===== src/rtl/ssu_pkg.sv =====
`default_nettype none
package ssu_pkg;
  // register offsets (byte addresses, 32-bit words)
  localparam logic [7:0] OFS_ECC_DETECT   = 8'h00;
  localparam logic [7:0] OFS_FAULT_STATUS = 8'h04;
  localparam logic [7:0] OFS_ERROR_INFO   = 8'h08;
  localparam logic [7:0] OFS_MEM_CONTROL  = 8'h0C;
  localparam logic [7:0] OFS_ALARM_GROUP  = 8'h10;
  // ecc detect register fields
  localparam int ECC_CORR_BIT   = 0;
  localparam int ECC_UNCORR_BIT = 1;
  localparam int ECC_ADDR_BIT   = 2;
  // fault status: operation error bit zero
  localparam int FLT_OPERR0_BIT = 0;
  // alarm group status flag ten (data memory uncorrectable critical)
  localparam int AG_STATUS_FLAG_TEN_BIT    = 10;
  localparam int AG1_SHIFT      = 16;
  // error info fields
  localparam int EI_ADDR_W      = 16;
  localparam int EI_KIND_LSB    = 16;
  localparam int EI_VALID_BIT   = 31;
  // memory control reserved storage bits, alarm enable bit, write mask and reset value
  localparam int MC_R8_BIT      = 8;
  localparam int MC_R12_BIT     = 12;
  localparam int MC_R13_BIT     = 13;
  localparam int MC_R14_BIT     = 14;
  localparam int MC_ALM_EN_BIT  = 0;
  localparam logic [31:0] MC_WRITE_MASK  = 32'h0000_7101;
  localparam logic [31:0] MC_RESET_VALUE = 32'h0000_4001;
  localparam logic [31:0] ZERO_WORD      = 32'h0000_0000;
  // error kind codes
  typedef enum logic [2:0] {
    SSU_KIND_NONE   = 3'h0,
    SSU_KIND_CORR   = 3'h1,
    SSU_KIND_UNCORR = 3'h2,
    SSU_KIND_ADDR   = 3'h4
  } ssu_kind_type;
endpackage : ssu_pkg
`default_nettype wire


===== src/rtl/ssu_err_if.sv =====
`default_nettype none
// error events from the detector to the recorder
interface ssu_err_if;
  logic        corr;       // correctable ecc error, one cycle
  logic        uncorr;     // uncorrectable ecc error, one cycle
  logic        addr_err;   // address error, one cycle
  logic [15:0] addr;       // access address of the event
  modport det (output corr, output uncorr, output addr_err, output addr);
  modport rec (input corr, input uncorr, input addr_err, input addr);
endinterface : ssu_err_if
`default_nettype wire


===== src/rtl/ssu_detect.sv =====
`default_nettype none
// classifies one sram access into error events
module ssu_detect (
  // access from the sram side
  input  wire logic        acc_rd_i,
  input  wire logic        acc_wr_i,
  input  wire logic [15:0] acc_addr_i,
  input  wire logic        ecc_single_i,
  input  wire logic        ecc_double_i,
  input  wire logic        addr_fault_i,
  // events out
  ssu_err_if.det           err
);
  ////////////////////////////////////////////////////////////////////////
  // ecc is only meaningful on a read; write data is not checked here
  assign err.corr     = acc_rd_i & ecc_single_i & ~ecc_double_i;
  assign err.uncorr   = acc_rd_i & ecc_double_i;
  // address decode fault is checked on both directions
  assign err.addr_err = (acc_rd_i | acc_wr_i) & addr_fault_i;
  assign err.addr     = acc_addr_i;
endmodule : ssu_detect
`default_nettype wire


===== src/rtl/ssu_top.sv =====
// Added by the designer: the address-and-strobe port and the register addresses.
`default_nettype none
// What this block does
// - correctable ecc error detected on reads only
// - uncorrectable ecc error detected on reads
// - address error detected on reads and writes
// - alarm sent on the erring access itself
// - status stored regardless of alarm propagation
// - pending alarms flushed on any sram read while alarms are enabled
// - reset alone sets no alarm or status
// - data memory uncorrectable sets flag ten, operr0
// - error info written only for real errors
// - control bits 8,12,13,14 are read/write
// - errors also signalled to owning module
module ssu_top #(
  parameter bit IS_DATA_MEM = 1'b1  // instance guards a cpu data memory
) (
  // clock and reset
  input  wire logic        sys_clk_i,
  input  wire logic        reset_n_i,
  // sram access observation
  input  wire logic        acc_rd_i,
  input  wire logic        acc_wr_i,
  input  wire logic [15:0] acc_addr_i,
  input  wire logic        ecc_single_i,
  input  wire logic        ecc_double_i,
  input  wire logic        addr_fault_i,
  // register port
  input  wire logic [7:0]  reg_addr_i,
  input  wire logic [31:0] reg_wdata_i,
  input  wire logic        reg_wr_i,
  input  wire logic        reg_rd_i,
  output logic      [31:0] reg_rdata_o,
  // alarms to safety management unit
  output logic             alm_corr_o,
  output logic             alm_uncorr_o,
  output logic             alm_addr_o,
  // notification to owning module
  output logic             own_corr_o,
  output logic             own_uncorr_o,
  output logic             own_addr_o
);
  ////////////////////////////////////////////////////////////////////////
  // detector
  ssu_err_if ev ();

  ssu_detect u_detect (
    .acc_rd_i     (acc_rd_i),
    .acc_wr_i     (acc_wr_i),
    .acc_addr_i   (acc_addr_i),
    .ecc_single_i (ecc_single_i),
    .ecc_double_i (ecc_double_i),
    .addr_fault_i (addr_fault_i),
    .err          (ev)
  );

  ////////////////////////////////////////////////////////////////////////
  // state
  logic [2:0]  ecc_det_r,  ecc_det_nxt;   // sticky ecc detect flags
  logic [31:0] fault_r,    fault_nxt;     // fault status
  logic [31:0] einfo_r,    einfo_nxt;     // error information
  logic [31:0] mctl_r,     mctl_nxt;      // memory control
  logic [31:0] agrp_r,     agrp_nxt;      // alarm group flags
  logic [2:0]  pend_r,     pend_nxt;      // alarms held while masked
  logic [2:0]  alm_r,      alm_nxt;       // alarm pulses
  logic [2:0]  own_r,      own_nxt;       // owner pulses
  logic [31:0] rdata_r,    rdata_nxt;     // read data
  logic [2:0]  evt;                       // this cycle's events
  logic        alm_en;                    // propagation enable

  // decode helper, shared by read and write paths
  function automatic logic hit(input logic [7:0] a, input logic [7:0] ofs);
    hit = (a == ofs);
  endfunction : hit

  assign evt    = {ev.addr_err, ev.uncorr, ev.corr};
  assign alm_en = mctl_r[ssu_pkg::MC_ALM_EN_BIT];

  ////////////////////////////////////////////////////////////////////////
  // next-state logic for records, alarms and register reads
  always_comb begin
    ecc_det_nxt = ecc_det_r;
    fault_nxt   = fault_r;
    einfo_nxt   = einfo_r;
    mctl_nxt    = mctl_r;
    agrp_nxt    = agrp_r;
    pend_nxt    = pend_r;
    alm_nxt     = 3'h0;
    rdata_nxt   = ssu_pkg::ZERO_WORD;
    // owner always hears about errors, whatever the alarm path does
    own_nxt     = evt;
    // software clears first (write one to clear, error info on any write); set below wins
    if (reg_wr_i) begin
      if (hit(reg_addr_i, ssu_pkg::OFS_ECC_DETECT)) begin
        ecc_det_nxt = ecc_det_r & ~reg_wdata_i[2:0];
      end
      if (hit(reg_addr_i, ssu_pkg::OFS_FAULT_STATUS)) begin
        fault_nxt = fault_r & ~reg_wdata_i;
      end
      if (hit(reg_addr_i, ssu_pkg::OFS_ERROR_INFO)) begin
        einfo_nxt = ssu_pkg::ZERO_WORD;
      end
      if (hit(reg_addr_i, ssu_pkg::OFS_ALARM_GROUP)) begin
        agrp_nxt = agrp_r & ~reg_wdata_i;
      end
      if (hit(reg_addr_i, ssu_pkg::OFS_MEM_CONTROL)) begin
        // reserved bits are plain storage, software keeps their values
        mctl_nxt = reg_wdata_i & ssu_pkg::MC_WRITE_MASK;
      end
    end
    // status recorded for every event, even when alarms are held back
    ecc_det_nxt = ecc_det_nxt | evt;
    if (|evt) begin
      fault_nxt[ssu_pkg::FLT_OPERR0_BIT] = fault_nxt[ssu_pkg::FLT_OPERR0_BIT]
                                           | (IS_DATA_MEM & ev.uncorr);
      // only a real event writes info, so zero means not a real error
      einfo_nxt = {1'b1, 12'h000, evt, ev.addr};
    end
    if (IS_DATA_MEM && ev.uncorr) begin
      agrp_nxt[ssu_pkg::AG_STATUS_FLAG_TEN_BIT] = 1'b1;
      agrp_nxt[ssu_pkg::AG1_SHIFT + ssu_pkg::AG_STATUS_FLAG_TEN_BIT] = 1'b1;
    end
    // alarm propagation
    if (alm_en) begin
      // fire on the erring access itself, plus anything held if the access is a read
      if (acc_rd_i) begin
        alm_nxt  = evt | pend_r;
        pend_nxt = 3'h0;
      end else begin
        alm_nxt  = evt;
      end
    end else begin
      // held events wait for the next read after re-enable
      pend_nxt = pend_r | evt;
    end
    // register read data for the next cycle
    if (reg_rd_i) begin
      if (hit(reg_addr_i, ssu_pkg::OFS_ECC_DETECT)) begin
        rdata_nxt = {29'h0000_0000, ecc_det_r};
      end else if (hit(reg_addr_i, ssu_pkg::OFS_FAULT_STATUS)) begin
        rdata_nxt = fault_r;
      end else if (hit(reg_addr_i, ssu_pkg::OFS_ERROR_INFO)) begin
        rdata_nxt = einfo_r;
      end else if (hit(reg_addr_i, ssu_pkg::OFS_MEM_CONTROL)) begin
        rdata_nxt = mctl_r;
      end else if (hit(reg_addr_i, ssu_pkg::OFS_ALARM_GROUP)) begin
        rdata_nxt = agrp_r;
      end else begin
        rdata_nxt = ssu_pkg::ZERO_WORD;   // unmapped reads zero
      end
    end
  end

  ////////////////////////////////////////////////////////////////////////
  // registers; reset leaves every flag clear, never a spurious alarm
  always_ff @(posedge sys_clk_i or negedge reset_n_i) begin
    if (!reset_n_i) begin
      ecc_det_r <= 3'h0;
      fault_r   <= ssu_pkg::ZERO_WORD;
      einfo_r   <= ssu_pkg::ZERO_WORD;
      mctl_r    <= ssu_pkg::MC_RESET_VALUE;
      agrp_r    <= ssu_pkg::ZERO_WORD;
      pend_r    <= 3'h0;
      alm_r     <= 3'h0;
      own_r     <= 3'h0;
      rdata_r   <= ssu_pkg::ZERO_WORD;
    end else begin
      ecc_det_r <= ecc_det_nxt;
      fault_r   <= fault_nxt;
      einfo_r   <= einfo_nxt;
      mctl_r    <= mctl_nxt;
      agrp_r    <= agrp_nxt;
      pend_r    <= pend_nxt;
      alm_r     <= alm_nxt;
      own_r     <= own_nxt;
      rdata_r   <= rdata_nxt;
    end
  end

  ////////////////////////////////////////////////////////////////////////
  // outputs, one line per alarm kind
  assign alm_corr_o   = alm_r[0];
  assign alm_uncorr_o = alm_r[1];
  assign alm_addr_o   = alm_r[2];
  assign own_corr_o   = own_r[0];
  assign own_uncorr_o = own_r[1];
  assign own_addr_o   = own_r[2];
  assign reg_rdata_o  = rdata_r;
endmodule : ssu_top
`default_nettype wire


===== config.mk =====
export PLATFORM = sky130hd
export DESIGN_NAME = ssu_top
export DESIGN_NICKNAME = d
export VERILOG_FILES = /design/src/rtl/ssu_pkg.sv /design/src/rtl/ssu_err_if.sv /design/src/rtl/ssu_detect.sv /design/src/rtl/ssu_top.sv
export SDC_FILE = /design/constraint.sdc
export NUM_CORES = 1
export LEC_CHECK = 0
export CAP_MARGIN = 20
export CORE_ASPECT_RATIO = 0.7
export CORE_MARGIN = 4
export CORE_UTILIZATION = 25
export DETAILED_ROUTE_END_ITERATION = 8
export DONT_BUFFER_PORTS = 1
export GPL_TIMING_DRIVEN = 1
export PLACE_DENSITY_LB_ADDON = 0.05
export SYNTH_ARGS = -nofsm -noshare
export SYNTH_HDL_FRONTEND = slang
export SYNTH_HIERARCHICAL = 1
export SYNTH_SLANG_ARGS = --single-unit
export TNS_END_PERCENT = 20

===== constraint.sdc =====
create_clock -name sys_clk_i -period 1.35 [get_ports sys_clk_i]
set_input_delay 0.0675 -clock sys_clk_i [delete_from_list [all_inputs] [get_ports sys_clk_i]]
set_output_delay 0.0675 -clock sys_clk_i [all_outputs]
set_load 0.01 [all_outputs]

* Word-level counts from Yosys, hierarchy flattened
Index checks and enable logic that the tools add are counted.
Widths: inputs -> output; s select.
** Storage, ports and cells
- Flip-flop bits (word level) :: 145
- Bits of input ports :: 65
- Output and inout port bits :: 38
** Cells by class
- Equal/unequal tests :: 5
- Mux-type cells :: 22
- Bitwise gates (word level) :: 14
- Reductions and logical operators :: 11
** Operators with widths (number)
- $mux 32 :: 9
- $and 32x32->32 :: 2
- $mux 27 :: 2
- $not 32->32 :: 1
- $mux 3 :: 6
- $eq 8x4->1 const B :: 2
- $reduce_and 2->1 :: 5
- $eq 8x3->1 const B :: 1
- $eq 8x5->1 const B :: 1
- $logic_not 8->1 :: 1
- $reduce_bool 2->1 :: 4
- $or 3x3->3 :: 2
- $mux 1 :: 5
- $and 1x1->1 :: 4
- $and 3x3->3 :: 1
- $not 3->3 :: 1
- $reduce_or 3->1 :: 1
- $ne 2x2->1 const B :: 1
- $or 1x1->1 :: 2
- $not 1->1 :: 1

* Logic depth before layout (Yosys ltp)
- Depth after elaboration :: 7
- Depth in mapped cells :: 7

* Hierarchy
Netlist, hierarchy kept.
** By module, submodules not included
- ssu_top :: times used 1, cells each 433, area each 5292.6 um^2
- ssu_detect :: times used 1, cells each 19, area each 143.9 um^2

* Least setup slack after synthesis
No wires, ideal clock.
- Path kind :: in2reg
- From :: input ecc_double_i
- To :: register einfo_r[10]
- Library setup time :: 0.065 ns
- Arrival time :: 1.646 ns
- Data required time :: 1.285 ns
- Path slack :: -0.361 ns
- Stages on the path :: 7
- Cells stage by stage :: and2_2 -> clkbuf_1 -> or3_1 -> clkbuf_1 -> a31oi_2 -> buf_2 -> a22o_1
** Between the ends
- Word-level cells in the longest chain between the ends :: 5
- Elaborated cells on any way between the ends :: 8
** Ends and longest elaborated chain
- from (decl) :: RTL line ssu_top.sv:26 : input wire logic ecc_double_i,
- $not 1->1 :: RTL line ssu_detect.sv:16 : assign err.corr = acc_rd_i & ecc_single_i & ~ecc_double_i;
- $and 1x1->1 :: RTL line ssu_detect.sv:16
- $reduce_or 3->1 (*) :: RTL line ssu_top.sv:113 : if (|evt) begin
- $reduce_bool 2->1 (no line)
- $reduce_and 2->1 (no line)
- to (signal assigned) :: RTL line ssu_top.sv:160 : einfo_r <= ssu_pkg::ZERO_WORD;
- to (signal assigned) :: RTL line ssu_top.sv:170 : einfo_r <= einfo_nxt;
- to (decl) :: RTL line ssu_top.sv:61 : logic [31:0] einfo_r, einfo_nxt;
Mark *: on every way between the ends. The rest lies on a longest branch, timed or not.
A chain may end at the register's enable or synchronous reset.

* Worst setup path after layout
- From :: input reg_addr_i[4]
- To :: register rdata_r[12] (netlist: reg_rdata_o[12])
** Between the ends
- Word-level cells in the longest chain between the ends :: 7
- Elaborated cells on any way between the ends :: 11
** Ends and longest elaborated chain
- from (decl) :: RTL line ssu_top.sv:29 : input wire logic [7:0] reg_addr_i,
- $eq 8x5->1 :: RTL line ssu_top.sv:73 : hit = (a == ofs);
- $mux 32 :: RTL line ssu_top.sv:146 : end else if (hit(reg_addr_i, ssu_pkg::OFS_ALARM_GROUP)) begin
- $mux 32 :: RTL line ssu_top.sv:144 : end else if (hit(reg_addr_i, ssu_pkg::OFS_MEM_CONTROL)) begin
- $mux 32 :: RTL line ssu_top.sv:142 : end else if (hit(reg_addr_i, ssu_pkg::OFS_ERROR_INFO)) begin
- $mux 32 :: RTL line ssu_top.sv:140 : end else if (hit(reg_addr_i, ssu_pkg::OFS_FAULT_STATUS)) begin
- $mux 32 (*) :: RTL line ssu_top.sv:138 : if (hit(reg_addr_i, ssu_pkg::OFS_ECC_DETECT)) begin
- $mux 32 (*) :: RTL line ssu_top.sv:137 : if (reg_rd_i) begin
- via rdata_nxt[12] :: RTL line ssu_top.sv:67 : logic [31:0] rdata_r, rdata_nxt;
- to (signal assigned) :: RTL line ssu_top.sv:166 : rdata_r <= ssu_pkg::ZERO_WORD;
- to (signal assigned) :: RTL line ssu_top.sv:176 : rdata_r <= rdata_nxt;
- to (decl) :: RTL line ssu_top.sv:67
The timed path passes the listed nets; every way through them passes the cells marked *.

==> impl_results.md <==
- Seq pwr share: 43.0%
- Clock tree root driver cell: clkbuf_16
- WS Path Type: in -> reg
- Cell Pwr Density: 1340 mW/mm²
- CP required: 1.64 ns
- Final Core Density: 34.3%
- Critical Path Max Stage Delay: 1.13 ns
- Final Cell Area: 0.00722 mm²
- Initial antenna violation count: 1
- Slowest CP cell: dlygate4sd3_1
- Synth async-reset ratio: 100%
- NetSw: 2.12 mW
- Power Internal: 7.53 mW
- Final setup violation count: 0
- Clk_skew: 0.00672 ns
- Max-Cap Viols: 0
- Crit end category: register
- Failing checks: hold timing
- First-pass GRT wire length: 26,000 µm
- Synth Register Bits: 133
- VDD IR max: 846 µV
- Total core area: 0.0210 mm²
- Hold WS: -0.657 ns
- Largest net degree at the start of global routing: 134
- CP Launch Type: input pin
- Clk sinks: 133
- Die H: 131 µm
- Syn_nets: 517
- Top post-synthesis cells by area: dfrtp_1 60%, a21boi_0 6.1%, a21oi_1 3.0%, buf_4 2.6%, a22o_1 2.6%
- Layout cells sized above 1: 16.7%
- Detail Placement HPWL: 10,300 µm
- Routed Antenna Nets: 0
- First-iteration detailed-routing DRC count: 273
- Power, Total: 9.65 mW
- H-tree levels: 4
- Leakage: 3.20 nW
- Final non-filler cell total: 816
- Final period utilization: 96.3%
- Starting density of the core: 25.9%
- Wirelength per Cell: 20.3 µm
- Clock share of power: 50.5%
- Area added between synthesis and finish: 32.8%
- Fmax: 769 MHz
- DRC viols: 0
- Total global routing overflow: 0
- Met3 Resource Use GR: 4.17%
- Netlist cell types: 46
- Sw Share: 22.0%
- Crit Path Max Fanout: 16
- Die width: 184 µm
- Final Max Tran Viols: 0
- TritonCTS buffer count: 17
- Met2 usage: 20.1%
- Sequential share of the synthesized area: 61.3%
- Pre-Repair DR Iteration Count: 4
- # Post-CTS Setup Buffers: 0
- Hold Vio Cnt, Final: 135
- Grt met1 use: 20.6%
- TritonCTS clock tree: yes
- Die footprint: 0.0242 mm²
- Most Crowded Layer GR: met1
- Cells after synthesis: 452
- Cell Chain, Critical Path: dlygate4sd3_1, a2bb2oi_1, nor3_1
- Area after DPL: 0.00588 mm²
- Layout Nets: 591
- Vias: 3,815
- Worst-Margin Slew: 0.901 ns
- Hold Path Class: in -> async
- Critical Path AT: 1.59 ns
- Status: finished, violations left
- Synthesized area per cell: 12.0 µm²
- Post-synth top area share: 60.3%
- Logic pwr share: 6.5%
- Rows: 44
- DR vias/cell: 4.68
- Max-slew headroom: 39.8%
- RePlAce Congestion: 0.683
- RSZ-0062 raised after global routing: no
- # fillers: 2,110
- Tmin final: 1.30 ns
- WL final: 16,500 µm
- Number of synthesized flops with an enable pin: 0
- Most instantiated library cell after synthesis: dfrtp_1
- Cell taking the most area after synthesis: dfrtp_1
- Commonest cells in the netlist: 131 x dfrtp_1, 44 x a21boi_0, 33 x a21oi_1
- Clock Tree Buf Depth: 2
- Vias in the first global route: 4,210
- YS warnings: 6
- Clock latency on the worst-skew pair: 0.41 ns
- PortBufs: 0
- Main synth FF type: dfrtp_1
- Placed cell count: 712
- Reg clk slew, reported paths: 0.06 ns
- Total track usage: 14.1%
- Mapped cell area: 0.00544 mm²
- Io pins: 103
==> cells in the final DEF, fill, tap and decap left out, drive strengths merged, types with 3 or more instances in the layout <==
cell type and n:
inv 13, a22oi 15, a2bb2oi 14, nor2 25, a21o 13, dfrtp 131
nor2b 8, buf 31, nand3 7, a22o 16, mux2 5, a21boi 54
a21oi 33, a211oi 3, dlygate4sd3 69, clkinv 6, nor3 16, clkbuf 20
nand2 11, a31oi 8, bufinv 4, o21ai 5, o22ai 6
==> registers in the layout, indices dropped and copies added, names as in the netlist <==
signal,cells
ecc_det_r,3
alm_r,3
own_r,3
reg_rdata_o,32
pend_r,3
fault_r,32
einfo_r,20
agrp_r,32
mctl_r,5
==> layout make-up <==
class | instances | area [µm²] | area share [%]
Sequential cell | 133 | 3330 | 46.2
Multi-Input combinational cell | 259 | 1810 | 25.1
Clock inverter | 12 | 180 | 2.50
Tap cell | 276 | 345 | 4.79
Timing Repair Buffer | 102 | 1060 | 14.7
Antenna cell | 1 | 2.50 | 0.0347
Inverter | 13 | 48.8 | 0.676
Clock buffer | 20 | 437 | 6.05
==> repair_timing <==
action	4_1_cts	5_1_grt
hold endpoints to repair	262	148
endpoints found under the setup margin	0	4
resized for setup	0	2
hold buffers	69	2
==> kinds of logic (layout without fill, tap and decap cells) <==
group | after synthesis | after routing | share of synthesized area (%)
other | 0 | 1 | 0
flip-flops | 133 | 133 | 61.3
multiplexers | 6 | 6 | 1.22
AND/OR/NAND/NOR | 83 | 83 | 8.98
AO/OA/AOI/OAI | 170 | 170 | 22.8
buffers and inverters | 60 | 147 | 5.78
==> per-stage QoR <==
stage	setup TNS (ns)	worst slack [ns]
6_report	0	0.0498
5_1_grt	0	0.0349
4_1_cts	0	0.0109
3_5_place_dp	-17.32	-0.274
3_3_place_gp	-15.90	-0.282
2_1_floorplan	-15.11	-0.264
==> power by group through the flow <==
stage	combinational [mW]	sequential (mW)	clock [mW]
floorplan	0.344	4.20	0
global placement	0.400	4.22	0
detailed placement	0.405	4.22	0
CTS	0.615	4.15	5.01
global route	0.685	4.16	5.20
finish	0.625	4.15	4.87
==> critical path, delay by kind of cell <==
kind / cells / cell delay, ns
buffers and inverters: 1 / 1.13
AO/OA/AOI/OAI: 1 / 0.30
AND/OR/NAND/NOR: 1 / 0.09
==> path summary, 6_finish.rpt <==
| check | start | end | slack [ns] | cells past startpoint |
|---|---|---|---|---|
| max | reg_addr_i[4] | reg_rdata_o[12]$_DFF_PN0_ | 0.05 | 3 |
| min | reset_n_i | reg_rdata_o[11]$_DFF_PN0_ | -0.66 | 0 |
| max reg2reg | fault_r[7]$_DFFE_PN0P_ | reg_rdata_o[7]$_DFF_PN0_ | 0.10 | 3 |
| min reg2reg | ecc_det_r[0]$_DFF_PN0_ | ecc_det_r[0]$_DFF_PN0_ | 0.48 | 1 |
| max in group asynchronous | reset_n_i | mctl_r[0]$_DFFE_PN1P_ | 1.76 | 0 |
| min in group sys_clk_i | reg_addr_i[4] | reg_rdata_o[1]$_DFF_PN0_ | -0.01 | 3 |
==> metal layers <==
metal / vias up / share of wire [%]
met1: 1950 / 50
met2: 84 / 43
li1: 1767 / -
met5: - / 0
met3: 14 / 5.4
met4: 0 / 0.90
(Power assumes the default switching activity.)
